**src/logic/mpsc_map.svh**
```systemverilog
// Overview of operation
// - Two-bit mode picks one of four product shifts: none, left one, left four, right six.
// - Product register is 32 bits and captures each full 16x16 product.
// - Scaler offers only left shifts of zero, one, four and right shift six.
// - Left shifts drop redundant sign bits; right shift guards accumulation against overflow.
// - Scaler sits between product and ALU or write bus, adding no latency.
// - A 16-bit operand register holds one multiply operand for the multiplier.
// - Variable-shift load, add and subtract take shift count from operand register.
// - Dynamic bit test takes the tested bit position from the operand register.
// - Multiplier finishes in one cycle, signed or unsigned, giving a 32-bit product.
// - ALU takes scaled operand from input scaler or product scaler, with accumulator.
`ifndef MPSC_MAP_SVH
`define MPSC_MAP_SVH
`define MPSC_MODE_RESET   2'h0
`define MPSC_LSH_ONE      1
`define MPSC_LSH_FOUR     4
`define MPSC_RSH_SIX      6
`define MPSC_PROD_RESET   32'h0000_0000
`define MPSC_OPND_RESET   16'h0000
`define MPSC_SHCNT_MSB    3
`define MPSC_BITPOS_MSB   3
`endif

```
**src/logic/mpsc_pkg.sv**
```systemverilog
`default_nettype none
package mpsc_pkg;
  typedef enum logic [1:0]
  {
    MPSC_PM_NONE  = 2'h0,
    MPSC_PM_LSH1  = 2'h1,
    MPSC_PM_LSH4  = 2'h2,
    MPSC_PM_RSH6  = 2'h3
  } mpsc_mode_e;
  typedef enum logic [1:0]
  {
    MPSC_SRC_INPUT   = 2'h1,
    MPSC_SRC_PRODUCT = 2'h2
  } mpsc_src_e;
endpackage
`default_nettype wire

```
**src/logic/mpsc_product_scaler.sv**
```systemverilog
`timescale 1ns/1ps
`default_nettype none
`include "mpsc_map.svh"
module mpsc_product_scaler
(
  // Product and mode
  input  wire logic [31:0] product_in,
  input  wire logic [1:0]  mode_in,
  // Scaled result
  output logic      [31:0] scaled_out
);
  always_comb
  begin
    case (mode_in)
      mpsc_pkg::MPSC_PM_NONE: scaled_out = product_in;
      mpsc_pkg::MPSC_PM_LSH1: scaled_out = product_in << `MPSC_LSH_ONE;
      mpsc_pkg::MPSC_PM_LSH4: scaled_out = product_in << `MPSC_LSH_FOUR;
      mpsc_pkg::MPSC_PM_RSH6: scaled_out = $signed(product_in) >>> `MPSC_RSH_SIX;
      default:                scaled_out = product_in;
    endcase
  end
endmodule
`default_nettype wire

```
**src/logic/mpsc_top.sv**
```systemverilog
`timescale 1ns/1ps
`default_nettype none
`include "mpsc_map.svh"
module mpsc_top
(
  // Clock and reset
  input  wire logic        SYS_CLK_IN,
  input  wire logic        SRST_IN,
  // Operand register load
  input  wire logic        OPND_LOAD_IN,
  input  wire logic [15:0] OPND_DATA_IN,
  // Multiply request
  input  wire logic        MULT_GO_IN,
  input  wire logic [15:0] MULT_OTHER_IN,
  input  wire logic        MULT_SIGNED_IN,
  // Mode field
  input  wire logic        MODE_LOAD_IN,
  input  wire logic [1:0]  MODE_DATA_IN,
  // Central ALU operand select
  input  wire logic [1:0]  ALU_SRC_IN,
  input  wire logic [31:0] INPUT_SCALED_IN,
  input  wire logic [31:0] ACC_IN,
  // Results
  output logic      [15:0] OPERAND_OUT,
  output logic      [31:0] PRODUCT_OUT,
  output logic      [31:0] SCALED_OUT,
  output logic      [31:0] ALU_OPERAND_OUT,
  output logic      [31:0] ALU_SUM_OUT,
  output logic      [1:0]  MODE_OUT,
  output logic      [3:0]  SHIFT_COUNT_OUT,
  output logic      [3:0]  BIT_POSITION_OUT
);

  logic        [15:0] multiplier_operand_register;
  logic        [31:0] product_register;
  logic        [1:0]  product_shift_mode;
  logic        [31:0] next_product;
  logic        [31:0] product_scaled;

  ////////////////////////////////////////////////////////////////////////////
  // Operand register
  always_ff @(posedge SYS_CLK_IN)
  begin
    if (SRST_IN)
      multiplier_operand_register <= `MPSC_OPND_RESET;
    else if (OPND_LOAD_IN)
      multiplier_operand_register <= OPND_DATA_IN;
  end

  ////////////////////////////////////////////////////////////////////////////
  // Single-cycle multiplier
  always_comb
  begin
    if (MULT_SIGNED_IN)
      next_product = 32'($signed(multiplier_operand_register) * $signed(MULT_OTHER_IN));
    else
      next_product = 32'(multiplier_operand_register * MULT_OTHER_IN);
  end

  always_ff @(posedge SYS_CLK_IN)
  begin
    if (SRST_IN)
      product_register <= `MPSC_PROD_RESET;
    else if (MULT_GO_IN)
      product_register <= next_product;
  end

  ////////////////////////////////////////////////////////////////////////////
  // Mode field
  always_ff @(posedge SYS_CLK_IN)
  begin
    if (SRST_IN)
      product_shift_mode <= `MPSC_MODE_RESET;
    else if (MODE_LOAD_IN)
      product_shift_mode <= MODE_DATA_IN;
  end

  ////////////////////////////////////////////////////////////////////////////
  // Product scaler, combinational
  mpsc_product_scaler u_scaler
  (
    .product_in (product_register),
    .mode_in    (product_shift_mode),
    .scaled_out (product_scaled)
  );

  ////////////////////////////////////////////////////////////////////////////
  // Outputs
  always_comb
  begin
    case (ALU_SRC_IN)
      mpsc_pkg::MPSC_SRC_PRODUCT: ALU_OPERAND_OUT = product_scaled;
      default:                    ALU_OPERAND_OUT = INPUT_SCALED_IN;
    endcase
  end

  assign ALU_SUM_OUT      = ACC_IN + ALU_OPERAND_OUT;
  assign SCALED_OUT       = product_scaled;
  assign OPERAND_OUT      = multiplier_operand_register;
  assign PRODUCT_OUT      = product_register;
  assign MODE_OUT         = product_shift_mode;
  assign SHIFT_COUNT_OUT  = multiplier_operand_register[`MPSC_SHCNT_MSB:0];
  assign BIT_POSITION_OUT = multiplier_operand_register[`MPSC_BITPOS_MSB:0];

  ////////////////////////////////////////////////////////////////////////////
  // Checks
  property p_prod_hold;
    @(posedge SYS_CLK_IN) disable iff (SRST_IN)
    !MULT_GO_IN |=> $stable(PRODUCT_OUT);
  endproperty
  a_prod_hold: assert property (p_prod_hold) else $error("product changed unbidden");

  property p_signed_mul;
    @(posedge SYS_CLK_IN) disable iff (SRST_IN)
    (MULT_GO_IN && MULT_SIGNED_IN) |=>
      $signed(PRODUCT_OUT) == $signed($past(OPERAND_OUT)) * $signed($past(MULT_OTHER_IN));
  endproperty
  a_signed_mul: assert property (p_signed_mul) else $error("signed product wrong");

  property p_unsigned_mul;
    @(posedge SYS_CLK_IN) disable iff (SRST_IN)
    (MULT_GO_IN && !MULT_SIGNED_IN) |=>
      PRODUCT_OUT == 32'($past(OPERAND_OUT) * $past(MULT_OTHER_IN));
  endproperty
  a_unsigned_mul: assert property (p_unsigned_mul) else $error("unsigned product wrong");

  property p_rsh6;
    @(posedge SYS_CLK_IN) disable iff (SRST_IN)
    MODE_OUT == 2'h3 |-> SCALED_OUT == {{6{PRODUCT_OUT[31]}}, PRODUCT_OUT[31:6]};
  endproperty
  a_rsh6: assert property (p_rsh6) else $error("right shift six wrong");

  property p_lsh4;
    @(posedge SYS_CLK_IN) disable iff (SRST_IN)
    MODE_OUT == 2'h2 |-> SCALED_OUT == {PRODUCT_OUT[27:0], 4'h0};
  endproperty
  a_lsh4: assert property (p_lsh4) else $error("left shift four wrong");

  property p_lsh1_none;
    @(posedge SYS_CLK_IN) disable iff (SRST_IN)
    (MODE_OUT == 2'h1 |-> SCALED_OUT == {PRODUCT_OUT[30:0], 1'h0}) and
    (MODE_OUT == 2'h0 |-> SCALED_OUT == PRODUCT_OUT);
  endproperty
  a_lsh1_none: assert property (p_lsh1_none) else $error("shift one or none wrong");

  property p_mode_hold;
    @(posedge SYS_CLK_IN) disable iff (SRST_IN)
    !MODE_LOAD_IN |=> $stable(MODE_OUT);
  endproperty
  a_mode_hold: assert property (p_mode_hold) else $error("mode changed unbidden");

  property p_mode_reset;
    @(posedge SYS_CLK_IN)
    SRST_IN |=> MODE_OUT == 2'h0;
  endproperty
  a_mode_reset: assert property (p_mode_reset) else $error("mode not reset");

  property p_alu_src;
    @(posedge SYS_CLK_IN) disable iff (SRST_IN)
    ALU_SRC_IN == 2'h2 |-> ALU_SUM_OUT == ACC_IN + SCALED_OUT;
  endproperty
  a_alu_src: assert property (p_alu_src) else $error("alu sum wrong");

  property p_opnd_fields;
    @(posedge SYS_CLK_IN) disable iff (SRST_IN)
    OPND_LOAD_IN |=> SHIFT_COUNT_OUT == $past(OPND_DATA_IN[3:0]) &&
      BIT_POSITION_OUT == $past(OPND_DATA_IN[3:0]);
  endproperty
  a_opnd_fields: assert property (p_opnd_fields) else $error("operand fields wrong");

  property p_opnd_hold;
    @(posedge SYS_CLK_IN) disable iff (SRST_IN)
    !OPND_LOAD_IN |=>
      $stable(OPERAND_OUT);
  endproperty
  a_opnd_hold: assert property (p_opnd_hold) else $error("operand changed unbidden");

  property p_opnd_load;
    @(posedge SYS_CLK_IN) disable iff (SRST_IN)
    OPND_LOAD_IN |=>
      OPERAND_OUT == $past(OPND_DATA_IN);
  endproperty
  a_opnd_load: assert property (p_opnd_load) else $error("operand not loaded");

  property p_reset_clear;
    @(posedge SYS_CLK_IN)
    SRST_IN |=>
      OPERAND_OUT == `MPSC_OPND_RESET && PRODUCT_OUT == `MPSC_PROD_RESET;
  endproperty
  a_reset_clear: assert property (p_reset_clear) else $error("registers not cleared");

  property p_mode_load;
    @(posedge SYS_CLK_IN) disable iff (SRST_IN)
    MODE_LOAD_IN |=>
      MODE_OUT == $past(MODE_DATA_IN);
  endproperty
  a_mode_load: assert property (p_mode_load) else $error("mode not loaded");

  property p_alu_input;
    @(posedge SYS_CLK_IN) disable iff (SRST_IN)
    ALU_SRC_IN != 2'h2 |->
      ALU_OPERAND_OUT == INPUT_SCALED_IN;
  endproperty
  a_alu_input: assert property (p_alu_input) else $error("alu operand wrong");

  property p_sum_input;
    @(posedge SYS_CLK_IN) disable iff (SRST_IN)
    ALU_SRC_IN != 2'h2 |->
      ALU_SUM_OUT == ACC_IN + INPUT_SCALED_IN;
  endproperty
  a_sum_input: assert property (p_sum_input) else $error("alu input sum wrong");

  property p_signed_sign;
    @(posedge SYS_CLK_IN) disable iff (SRST_IN)
    (MULT_GO_IN && MULT_SIGNED_IN &&
      OPERAND_OUT != 16'h0000 && MULT_OTHER_IN != 16'h0000) |=>
      PRODUCT_OUT[31] == ($past(OPERAND_OUT[15]) ^ $past(MULT_OTHER_IN[15]));
  endproperty
  a_signed_sign: assert property (p_signed_sign) else $error("signed product sign wrong");

  c_rsh6: cover property (@(posedge SYS_CLK_IN) MODE_OUT == 2'h3 && PRODUCT_OUT[31]);
  c_mul_then_lsh4: cover property (@(posedge SYS_CLK_IN) MULT_GO_IN ##1 MODE_OUT == 2'h2);
  c_alu_product: cover property (@(posedge SYS_CLK_IN) ALU_SRC_IN == 2'h2 && MULT_GO_IN);
  c_signed_neg: cover property (@(posedge SYS_CLK_IN) MULT_GO_IN && MULT_SIGNED_IN && OPERAND_OUT[15]);
  c_lsh1: cover property (@(posedge SYS_CLK_IN) MODE_OUT == 2'h1 && PRODUCT_OUT[31]);

endmodule
`default_nettype wire

```
**config.mk**
```make
export PLATFORM = sky130hd
export DESIGN_NAME = mpsc_top
export DESIGN_NICKNAME = d
export VERILOG_FILES = /design/src/logic/mpsc_pkg.sv /design/src/logic/mpsc_product_scaler.sv /design/src/logic/mpsc_top.sv
export VERILOG_INCLUDE_DIRS = /design/src /design/src/logic
export SDC_FILE = /design/constraint.sdc
export NUM_CORES = 1
export LEC_CHECK = 0
export CELL_PAD_IN_SITES_DETAIL_PLACEMENT = 1
export CELL_PAD_IN_SITES_GLOBAL_PLACEMENT = 2
export CORE_MARGIN = 1.5
export CORE_UTILIZATION = 45
export CTS_CLUSTER_DIAMETER = 60
export DETAILED_ROUTE_END_ITERATION = 8
export DONT_BUFFER_PORTS = 1
export PLACE_DENSITY = 0.95
export SLEW_MARGIN = 20
export SYNTH_ARGS = -nofsm -noshare
export SYNTH_HDL_FRONTEND = slang
export SYNTH_SLANG_ARGS = --single-unit
```
**constraint.sdc**
```tcl
create_clock -name SYS_CLK_IN -period 13.48 [get_ports SYS_CLK_IN]
set_input_delay 1.348 -clock SYS_CLK_IN [delete_from_list [all_inputs] [get_ports SYS_CLK_IN]]
set_output_delay 1.348 -clock SYS_CLK_IN [all_outputs]
set_load 0.05 [all_outputs]
```
==> results of run 1 <==
[how the worst max path moves through the flow]
| stage | start | end | slack, ps | cells past startpoint |
|---|---|---|---|---|
| floorplan | MULT_OTHER_IN[1] | PRODUCT_OUT[31]$_SDFFE_PP0P_ | 6160 | 20 |
| global placement | MULT_OTHER_IN[15] | PRODUCT_OUT[31]$_SDFFE_PP0P_ | 5880 | 22 |
| detailed placement | MULT_OTHER_IN[15] | PRODUCT_OUT[31]$_SDFFE_PP0P_ | 5660 | 22 |
| CTS | MODE_OUT[0]$_SDFFE_PP0P_ | ALU_SUM_OUT[31] | 5490 | 15 |
| global route | MODE_OUT[1]$_SDFFE_PP0P_ | ALU_SUM_OUT[31] | 5330 | 16 |
| finish | MODE_OUT[1]$_SDFFE_PP0P_ | ALU_SUM_OUT[31] | 5680 | 16 |
[through the flow]
stage                     setup slack [ps]  cells  util, %
after floorplan                       6160   2138        -
after global placement                5880   2619     46.9
after detailed placement              5660   2619     47.0
after CTS                             5490   2627     47.4
after global routing                  5330   2629     47.4
final                                 5680   2629     47.4
[synth_stat cells (4+ instances only)]
library cell	n
o21ai_1	4
and3_1	6
nand2_1	180
nor2_1	123
nand4_1	5
o21bai_1	22
mux2_2	32
nand3_1	20
a311oi_1	4
a21oi_1	69
clkbuf_1	63
fa_1	367
mux2i_1	30
nor3b_1	4
mux4_2	27
xnor2_1	61
nor2b_1	7
buf_4	9
inv_1	492
o21ai_0	45
a31oi_1	6
o2bb2ai_1	4
o31ai_1	6
buf_1	4
or3_1	4
nor4_1	5
o211ai_1	8
and2_1	126
xor2_1	18
nor3_1	18
o41ai_1	7
dfxtp_1	50
a211oi_1	22
o21a_1	8
nand2b_1	8
a221oi_1	4
a21o_1	22
ha_1	183
[metal layers]
metal / share of wire [%] / vias to the layer above
li1: - / 6621
met1: 37 / 7969
met2: 53 / 470
met3: 4.2 / 197
met4: 5.5 / 4
met5: 0.045 / -
[power breakdown]
group          internal [µW]  switching (µW)  leakage [µW]
clock network           88.0            61.8     0.0000781
logic                   1130            1930       0.00948
registers                180             182      0.000416
[registers in the layout (all words and copies together) (netlist names)]
| signal | cells |
|---|---|
| MODE_OUT | 2 |
| PRODUCT_OUT | 32 |
| OPERAND_OUT | 16 |
[area by class of cell]
cell class / count / area (µm²)
clock buffers: 7 / 133
flip-flops and latches: 50 / 1010
fillers: 4927 / 22100
inverters: 492 / 1850
well taps: 539 / 674
clock inverters: 1 / 30.0
multi-input cells: 1516 / 16100
repair buffers: 24 / 176
[logic make-up after synthesis]
| logic type | after synthesis |
|---|---|
| DFF | 50 |
| xor gates and xnor gates | 79 |
| and+or+nand+nor | 518 |
| adders and majority gates | 550 |
| buffers and inverters | 572 |
| muxes | 89 |
| AOI/OAI and AO/OA | 280 |
[critical path: cells and delay by family, from the launching register on]
family / cells / cell delay [ps]
buffers and inverters: 3 / 750
and+or+nand+nor: 3 / 700
adders and majority gates: 1 / 330
AOI/OAI and AO/OA: 7 / 2180
xor gates and xnor gates: 1 / 960
DFF: 1 / 1080
muxes: 1 / 110
==> flow_metrics.py, run 1 <==
metrics = {
    "sta": {
        "skew_ps": 5.96,
        "drv_slew": 0,
        "rsz0062_at_grt": "false",
        "finalHoldViolCount": 0,
        "fin_crit_ps": 7800,
        "fmax_mhz": 128,
        "worst_pin_slew_ps": 1170,
        "holdWs_ps": 518,
        "period_share_pct": 57.9,
        "setup_violations": 0,
        "tns_ps": 0,
        "max_slew_margin_pct": 21.3,
    },
    "yosys": {
        "synth_edf_count": 0,
        "synth_xor_area_share_pct": 3.60,
        "yosys_warnings": 0,
        "synth-main-ff-cell": "dfxtp_1",
        "yosysTopAreaCell": "fa_1",
        "synth_top_family_by_area": "adder cells",
        "avgSynthCellArea_um2": 8.99,
        "synthAdderAreaFrac_pct": 50.1,
        "synthCells": 2138,
        "synth.net_count": 2794,
        "syn_area_um2": 19200,
        "yosys.area_share.simple_pct": 12.9,
        "async_flop_share_pct": 0,
        "synthMuxAreaShare_pct": 6.60,
        "seq_area_frac_synth_pct": 5.21,
        "ys_types": 82,
        "ys_seq_elements": 50,
        "synth_top_area_share_pct": 38.2,
        "synth_compound_area_share_pct": 10.2,
        "ys_top_cells_by_area": "fa_1 (38%), ha_1 (12%), inv_1 (9.6%)",
    },
    "routing": {
        "first_pass_iters": 5,
        "ant_nets": 0,
        "num_vias": 15261,
        "drc": 0,
        "viasPerCell": 5.80,
        "avgRoutedWirePerCell_um": 23.0,
        "totalWireLength_um": 60500,
        "drt-initial-drc-count": 717,
    },
    "setup_path": {
        "arrival_ps": 6450,
        "rrSetupSlack_ps": 5920,
        "cp.required_ps": 12130,
        "crit_path_max_fanout": 36,
        "crit_chain": "and2_1, o2bb2ai_1, buf_4, clkbuf_1, mux2i_1, inv_1, ha_1, a211oi_1, o21ai_0, nand4_1, nand3_1, o31ai_1, o21ai_0, o41ai_1, o21ai_0, xnor2_1",
        "cp-start-kind": "flop",
        "critical_path.max_stage_delay_ps": 1080,
        "crit_path_frequent_cell": "o21ai_0",
        "reg2reg_depth": 23,
        "regToRegEndpoint": "PRODUCT_OUT[21]$_SDFFE_PP0P_",
        "crit_path_end_kind": "output port",
        "worstSetupPathType": "reg2out",
        "r2r-start": "OPERAND_OUT[13]$_SDFFE_PP0P_",
        "critPathSlowestCell": "dfxtp_2",
    },
    "placed_design": {
        "hpwlAfterDp_um": 51500,
        "io_buffers": 0,
        "place.gp.congestion": 0.877,
        "dpl_cell_area_um2": 19700,
    },
    "clock_network": {
        "cts.sinks": 50,
        "postCtsSetupBuffers": 0,
        "clock_tree.buffer_depth": 2,
        "cts_max_level": 2,
        "hold_buffers": 0,
        "clk_latency_ps": 310,
        "cts_root_buffer": "clkbuf_16",
        "cts_tree": "done",
        "clk_pin_slew_worst_paths_ps": 70,
        "cts_buffers": 5,
        "cts_resized": 0,
    },
    "global_route": {
        "antenna_found_initial": 2,
        "global_route.overflow_total": 0,
        "grt_pass1_vias": 17780,
        "grt_pass1_wl_um": 96300,
        "grt-busiest-layer": "met2",
        "grtUsageTotal_pct": 28.4,
        "use_met3_pct": 3.80,
        "grt_max_degree": 52,
        "globalRouteMet1Util_pct": 31.7,
        "met2_usage_pct": 52.7,
    },
    "die": {
        "die_height_um": 210,
        "die_area_um2": 44000,
        "io_pins": 260,
        "core-area_um2": 42000,
        "die_w_um": 210,
        "initial_core_util_pct": 45.7,
        "num_rows": 75,
    },
    "hold_path": {
        "holdPathStages": 2,
        "min_from": "OPERAND_OUT[15]$_SDFFE_PP0P_",
        "hold_end": "OPERAND_OUT[15]$_SDFFE_PP0P_",
        "hold_path.class": "reg2reg",
    },
    "power_and_ir_drop": {
        "leakage_uw": 0.00998,
        "vdd.ir_drop.worst_mv": 0.202,
        "power.density_nw_per_um2": 180,
        "p_total_uw": 3580,
    },
    "finish": {
        "drive_gt1_share_pct": 5.74,
        "final_nets": 2745,
        "design_area_um2": 19900,
        "area_delta_synth_final_pct": 3.64,
        "most-common-layout-cells": "inv_1 (492), fa_1 (367), ha_1 (183), nand2_1 (180), and2_1 (126)",
        "layout_commonest_cell": "inv_1",
        "num_antenna_cells": 0,
    },
    "run": {
        "cap_violations": 0,
    },
    "status": {
        "status": "complete, no violations",
    },
}
Power figures use the tool's default switching activity.
==> run 2, diff against run 1 <==
--- a/config.mk
+++ b/config.mk
@@ -9,11 +9,11 @@
 export CELL_PAD_IN_SITES_DETAIL_PLACEMENT = 1
 export CELL_PAD_IN_SITES_GLOBAL_PLACEMENT = 2
 export CORE_MARGIN = 1.5
-export CORE_UTILIZATION = 45
+export CORE_UTILIZATION = 42
 export CTS_CLUSTER_DIAMETER = 60
 export DETAILED_ROUTE_END_ITERATION = 8
 export DONT_BUFFER_PORTS = 1
-export PLACE_DENSITY = 0.95
+export PLACE_DENSITY = 0.91
 export SLEW_MARGIN = 20
 export SYNTH_ARGS = -nofsm -noshare
 export SYNTH_HDL_FRONTEND = slang
==> constraint.sdc (replaced) <==
create_clock -name SYS_CLK_IN -period 7.65 [get_ports SYS_CLK_IN]
set_input_delay 0.765 -clock SYS_CLK_IN [delete_from_list [all_inputs] [get_ports SYS_CLK_IN]]
set_output_delay 0.765 -clock SYS_CLK_IN [all_outputs]
set_load 0.05 [all_outputs]
==> run 2 against run 1 <==
Against the previous run: sequential cell count unchanged; count of clock-buffer cells in the layout unchanged; die area increased by 7.0%; via count decreased by 0.88%; clock skew increased by 2.8 ps; first-iteration DRC count decreased by 1.5%; final cell count increased by 3.1%; non-clock buffer count increased by 16; clock power increased by 74%; hold slack improved by 6.5 ps; critical path type is now reg2reg; largest cell class unchanged; largest power group unchanged.
==> flow_metrics.py, run 2 (synthesized netlist as in run 1, its figures left out) <==
metrics = {
    "status": {
        "status": "complete, no violations",
    },
    "sta": {
        "skew_ps": 8.78,
        "max_slew_margin_pct": 22.3,
        "worst_pin_slew_ps": 1150,
        "holdWs_ps": 524,
        "drv_slew": 0,
        "period_share_pct": 92.6,
        "fin_crit_ps": 7080,
        "fmax_mhz": 141,
        "rsz0062_at_grt": "false",
        "final.setup.worst_slack_ps": 570,
        "tns_ps": 0,
        "finalHoldViolCount": 0,
        "setup_violations": 0,
    },
    "run": {
        "cap_violations": 0,
    },
    "setup_path": {
        "crit_path_frequent_cell": "fa_1",
        "r2r-start": "OPERAND_OUT[6]$_SDFFE_PP0P_",
        "cp.required_ps": 7890,
        "arrival_ps": 7320,
        "worstSetupPathType": "reg2reg",
        "rrSetupSlack_ps": 570,
        "reg2reg_depth": 21,
        "regToRegEndpoint": "PRODUCT_OUT[31]$_SDFFE_PP0P_",
        "crit_path_max_fanout": 14,
        "cp-start-kind": "flop",
        "critical_path.max_stage_delay_ps": 760,
        "crit_path_end_kind": "flop",
        "crit_chain": "buf_4, and2_1, fa_1, inv_1, fa_1, inv_1, fa_1, fa_1, inv_1, fa_1, fa_1, inv_1, ha_1, a21oi_1, inv_1, a222oi_1, a21oi_2, o41a_1, a221oi_1, mux2_2, o32ai_1",
        "critPathSlowestCell": "dfxtp_1",
    },
    "clock_network": {
        "cts_buffers": 5,
        "clk_pin_slew_worst_paths_ps": 80,
        "hold_buffers": 0,
        "cts_resized": 0,
        "clk_latency_ps": 320,
        "cts_max_level": 2,
        "cts_root_buffer": "clkbuf_16",
        "clock_tree.buffer_depth": 2,
        "postCtsSetupBuffers": 0,
        "cts_tree": "done",
        "cts.sinks": 50,
    },
    "global_route": {
        "antenna_found_initial": 7,
        "grt_max_degree": 52,
        "grt_pass1_vias": 17706,
        "global_route.overflow_total": 0,
        "grtUsageTotal_pct": 26.7,
        "grt_pass1_wl_um": 97300,
    },
    "hold_path": {
        "hold_path.class": "in2reg",
        "min_from": "SRST_IN",
        "holdPathStages": 1,
        "hold_end": "PRODUCT_OUT[29]$_SDFFE_PP0P_",
    },
    "die": {
        "die_area_um2": 47100,
        "die_w_um": 217,
        "initial_core_util_pct": 42.5,
        "die_height_um": 217,
        "core-area_um2": 45300,
        "io_pins": 260,
        "num_rows": 78,
    },
    "power_and_ir_drop": {
        "power.internal_uw": 2490,
        "clkPwrFrac_pct": 4.1,
        "p_total_uw": 6330,
        "seqPwrFrac_pct": 10.3,
        "vdd.ir_drop.worst_mv": 0.211,
        "p_sw_share_pct": 60.7,
        "power.switching_uw": 3840,
        "leakage_uw": 0.0101,
        "p_comb_share_pct": 85.6,
        "power.density_nw_per_um2": 314,
    },
    "routing": {
        "drc": 0,
        "first_pass_iters": 5,
        "drt-initial-drc-count": 706,
        "num_vias": 15127,
        "avgRoutedWirePerCell_um": 22.5,
        "viasPerCell": 5.58,
        "totalWireLength_um": 61100,
        "ant_nets": 0,
    },
    "finish": {
        "final_nets": 2761,
        "drive_gt1_share_pct": 6.70,
        "most-common-layout-cells": "inv_1 (492), fa_1 (367), ha_1 (183), nand2_1 (180), and2_1 (126)",
        "area_delta_synth_final_pct": 4.83,
        "fill_cells": 5317,
        "largest_reg_flops": 32,
        "layout_commonest_cell": "inv_1",
        "instances_no_fill": 2710,
    },
    "placed_design": {
        "numPlacedInstances": 2698,
        "pre_cts_slack_ps": 464,
        "place.gp.congestion": 0.914,
        "hpwlAfterDp_um": 52400,
        "io_buffers": 0,
    },
}
## run 2: critical path: cells and delay by family, from the launching register on
family	cells	cell delay [ps]
AO/OA/AOI/OAI	6	1860
AND/OR/NAND/NOR	1	220
flip-flops	1	760
buffers and inverters	6	700
adder cells (fa/ha/maj)	7	3070
multiplexers	1	380
## run 2: power by group through the flow
stage | clock network [µW] | logic [µW] | registers [µW]
2_1_floorplan | 0 | 4110 | 574
6_report | 261 | 5420 | 650
5_1_grt | 274 | 6010 | 653
3_3_place_gp | 0 | 5230 | 646
3_5_place_dp | 0 | 5380 | 649
4_1_cts | 266 | 5420 | 644
## run 2: worst max path at each step
stage	end	start	cells after the start	slack, ps
finish	PRODUCT_OUT[31]$_SDFFE_PP0P_	OPERAND_OUT[6]$_SDFFE_PP0P_	21	570
global route	PRODUCT_OUT[29]$_SDFFE_PP0P_	OPERAND_OUT[15]$_SDFFE_PP0P_	19	210
CTS	PRODUCT_OUT[31]$_SDFFE_PP0P_	OPERAND_OUT[6]$_SDFFE_PP0P_	21	580
detailed placement	PRODUCT_OUT[31]$_SDFFE_PP0P_	MULT_OTHER_IN[15]	22	460
global placement	PRODUCT_OUT[31]$_SDFFE_PP0P_	MULT_OTHER_IN[15]	22	570
floorplan	PRODUCT_OUT[31]$_SDFFE_PP0P_	OPERAND_OUT[13]$_SDFFE_PP0P_	21	830
## run 2: per-layer routing
layer,vias up,track usage (%),part of all wire [%]
met5,-,0,0.090
met4,8,8.96,3.5
met3,129,2.75,3.5
met2,374,51.1,54
met1,7948,30.8,39
li1,6668,-,-
## run 2: through the flow
stage | util, % | instance area, µm²
global route | 44.5 | 20200
global placement | 44.1 | 19900
detailed placement | 44.1 | 20000
CTS | 44.5 | 20100
floorplan | - | 19200
finish | 44.5 | 20200
## run 2: cell type report
| class | count | area (µm²) | share of cell area, % |
|---|---|---|---|
| diodes | 4 | 10.0 | 0.0497 |
| clock buffers | 7 | 153 | 0.757 |
| clock inverters | 1 | 8.76 | 0.0435 |
| inverters | 492 | 1850 | 9.16 |
| multi-input cells | 1516 | 16100 | 79.8 |
| flip-flops and latches | 50 | 1010 | 5.00 |
| well taps | 600 | 751 | 3.72 |
| repair buffers | 40 | 300 | 1.49 |
==> run 3, diff against run 2 <==
--- a/config.mk
+++ b/config.mk
@@ -6,10 +6,11 @@
 export SDC_FILE = /design/constraint.sdc
 export NUM_CORES = 1
 export LEC_CHECK = 0
+export ABC_AREA = 1
 export CELL_PAD_IN_SITES_DETAIL_PLACEMENT = 1
 export CELL_PAD_IN_SITES_GLOBAL_PLACEMENT = 2
 export CORE_MARGIN = 1.5
-export CORE_UTILIZATION = 42
+export CORE_UTILIZATION = 38
 export CTS_CLUSTER_DIAMETER = 60
 export DETAILED_ROUTE_END_ITERATION = 8
 export DONT_BUFFER_PORTS = 1
==> run 3 against run 2 <==
Against the previous run: clock power up 13%; first-iteration DRC count up 58%; clock skew up 11 ps; synthesized area up 9.7%; critical path depth down 1; global-route usage up 1.8 points; wire length up 29%; critical path type unchanged; largest power group unchanged.
==> flow_metrics.py, run 3 <==
metrics = {
    "status": {
        "status": "complete, no violations",
    },
    "yosys": {
        "yosys_warnings": 0,
        "synth_common_cells": "inv_1 (828), nand2_1 (812), fa_1 (367)",
        "synthCells": 3081,
        "seq_area_frac_synth_pct": 4.74,
        "async_flop_share_pct": 0,
        "synth_top_area_share_pct": 34.8,
        "ys_top_cells_by_area": "fa_1 (35%), inv_1 (15%), nand2_1 (14%)",
        "synth-main-ff-cell": "dfxtp_1",
        "avgSynthCellArea_um2": 6.85,
        "synth.net_count": 3737,
        "syn_area_um2": 21100,
        "yosysTopAreaCell": "fa_1",
        "ys_seq_elements": 50,
        "synth.most_common_cell": "inv_1",
        "ys_types": 47,
        "synth_edf_count": 0,
    },
    "clock_network": {
        "hold_buffers": 0,
        "cts.sinks": 50,
        "clk_latency_ps": 320,
        "cts_resized": 0,
        "cts_tree": "done",
        "cts_root_buffer": "clkbuf_16",
        "clock_tree.buffer_depth": 2,
        "cts_buffers": 5,
        "clk_pin_slew_worst_paths_ps": 90,
        "postCtsSetupBuffers": 0,
        "cts_max_level": 2,
    },
    "sta": {
        "skew_ps": 19.3,
        "setup_violations": 0,
        "drv_slew": 0,
        "final.setup.worst_slack_ps": 795,
        "finalHoldViolCount": 0,
        "fmax_mhz": 146,
        "rsz0062_at_grt": "false",
        "tns_ps": 0,
        "max_slew_margin_pct": 21.3,
        "period_share_pct": 89.6,
        "fin_crit_ps": 6850,
        "worst_pin_slew_ps": 1170,
    },
    "finish": {
        "num_antenna_cells": 0,
        "largest_reg_flops": 32,
        "fill_cells": 7050,
        "drive_gt1_share_pct": 3.13,
        "instances_no_fill": 3787,
        "final_nets": 3694,
        "layout_commonest_cell": "inv_1",
        "area_delta_synth_final_pct": 5.40,
        "most-common-layout-cells": "inv_1 (828), nand2_1 (812), fa_1 (367), ha_1 (183), nor2_1 (167)",
    },
    "placed_design": {
        "io_buffers": 0,
        "pre_cts_slack_ps": 811,
        "hpwlAfterDp_um": 69400,
        "numPlacedInstances": 3779,
        "place.gp.congestion": 0.931,
    },
    "die": {
        "die_area_um2": 56900,
        "io_pins": 260,
        "core-area_um2": 55000,
        "die_height_um": 239,
        "initial_core_util_pct": 38.4,
        "die_w_um": 239,
        "num_rows": 86,
    },
    "setup_path": {
        "worstSetupPathType": "reg2reg",
        "reg2reg_depth": 20,
        "cp.required_ps": 7870,
        "arrival_ps": 7070,
        "regToRegEndpoint": "PRODUCT_OUT[25]$_SDFFE_PP0P_",
        "crit_path_max_fanout": 17,
        "cp-start-kind": "flop",
        "startpoint": "OPERAND_OUT[15]$_SDFFE_PP0P_",
        "r2r-start": "OPERAND_OUT[15]$_SDFFE_PP0P_",
        "crit_path_end_kind": "flop",
        "rrSetupSlack_ps": 800,
    },
    "global_route": {
        "global_route.overflow_total": 0,
        "grt_pass1_wl_um": 125000,
        "grt_pass1_vias": 22206,
        "grtUsageTotal_pct": 28.5,
        "antenna_found_initial": 3,
        "grt_max_degree": 43,
    },
    "hold_path": {
        "hold_end": "PRODUCT_OUT[0]$_SDFFE_PP0P_",
        "holdPathStages": 1,
        "min_from": "SRST_IN",
        "hold_path.class": "in2reg",
    },
    "routing": {
        "drt-initial-drc-count": 1118,
        "num_vias": 19719,
        "ant_nets": 0,
        "viasPerCell": 5.21,
        "first_pass_iters": 5,
        "avgRoutedWirePerCell_um": 20.9,
        "drc": 0,
        "totalWireLength_um": 79000,
    },
    "power_and_ir_drop": {
        "vdd.ir_drop.worst_mv": 0.284,
        "p_total_uw": 9590,
        "power.density_nw_per_um2": 431,
        "leakage_uw": 0.0131,
    },
    "run": {
        "cap_violations": 0,
    },
}
run 3: cell families after synthesis:
logic type,share of synthesized area (%)
simple gates,22.6
xor+xnor,1.54
flops,4.74
buf+inv,17.1
compound gates,8.33
fa+ha+maj,45.7
run 3: layer usage:
| metal | routed length [µm] | track usage (%) |
|---|---|---|
| met1 | 31700 | 34.5 |
| met2 | 40600 | 52.3 |
| met3 | 4430 | 3.81 |
| met4 | 2210 | 8.29 |
| met5 | 34 | 0 |
run 3: how the worst max path moves through the flow:
| stage | slack [ps] | cells after the start | to |
|---|---|---|---|
| 6_report | 800 | 20 | PRODUCT_OUT[25]$_SDFFE_PP0P_ |
| 3_5_place_dp | 810 | 20 | PRODUCT_OUT[29]$_SDFFE_PP0P_ |
| 5_1_grt | 400 | 22 | PRODUCT_OUT[29]$_SDFFE_PP0P_ |
| 4_1_cts | 770 | 20 | PRODUCT_OUT[29]$_SDFFE_PP0P_ |
| 3_3_place_gp | 1030 | 22 | PRODUCT_OUT[25]$_SDFFE_PP0P_ |
| 2_1_floorplan | 1470 | 25 | PRODUCT_OUT[31]$_SDFFE_PP0P_ |
run 3: metrics by stage:
stage	cell area, µm²	hold slack (ps)	utilization (%)
4_1_cts	22200	521	40.4
5_1_grt	22200	527	40.4
3_5_place_dp	22100	744	40.1
2_1_floorplan	21100	734	-
3_3_place_gp	22000	706	40.1
6_report	22200	541	40.4
run 3: power breakdown:
| group | total [µW] | switching [µW] | internal [µW] | leakage, µW |
|---|---|---|---|---|
| clock | 296 | 130 | 166 | 0.0000875 |
| combinational | 8670 | 5860 | 2810 | 0.0126 |
| sequential | 629 | 309 | 320 | 0.000417 |
run 3: cell type report:
| cell class | count | area (µm²) | share of cell area, % |
|---|---|---|---|
| tap | 748 | 936 | 4.21 |
| clock inverter | 2 | 38.8 | 0.174 |
| timing repair buffer | 58 | 435 | 1.96 |
| multi-input combinational | 2081 | 16500 | 74.3 |
| clock buffer | 6 | 139 | 0.625 |
| sequential | 50 | 1010 | 4.52 |
| inverter | 842 | 3160 | 14.2 |
run 3: critical path, cell delays in order, from the launching register on:
cell,delay (ps)
dfxtp_1,900
nand2_1,250
inv_1,230
fa_1,560
fa_1,1010
fa_1,570
fa_1,570
fa_1,440
fa_1,460
ha_1,430
nand2_1,130
nor2_1,270
inv_1,90
nor2_1,160
nand3_1,120
nand3_1,100
nand2_1,50
nand3_1,70
nand3_1,170
nand2_1,110
inv_1,40
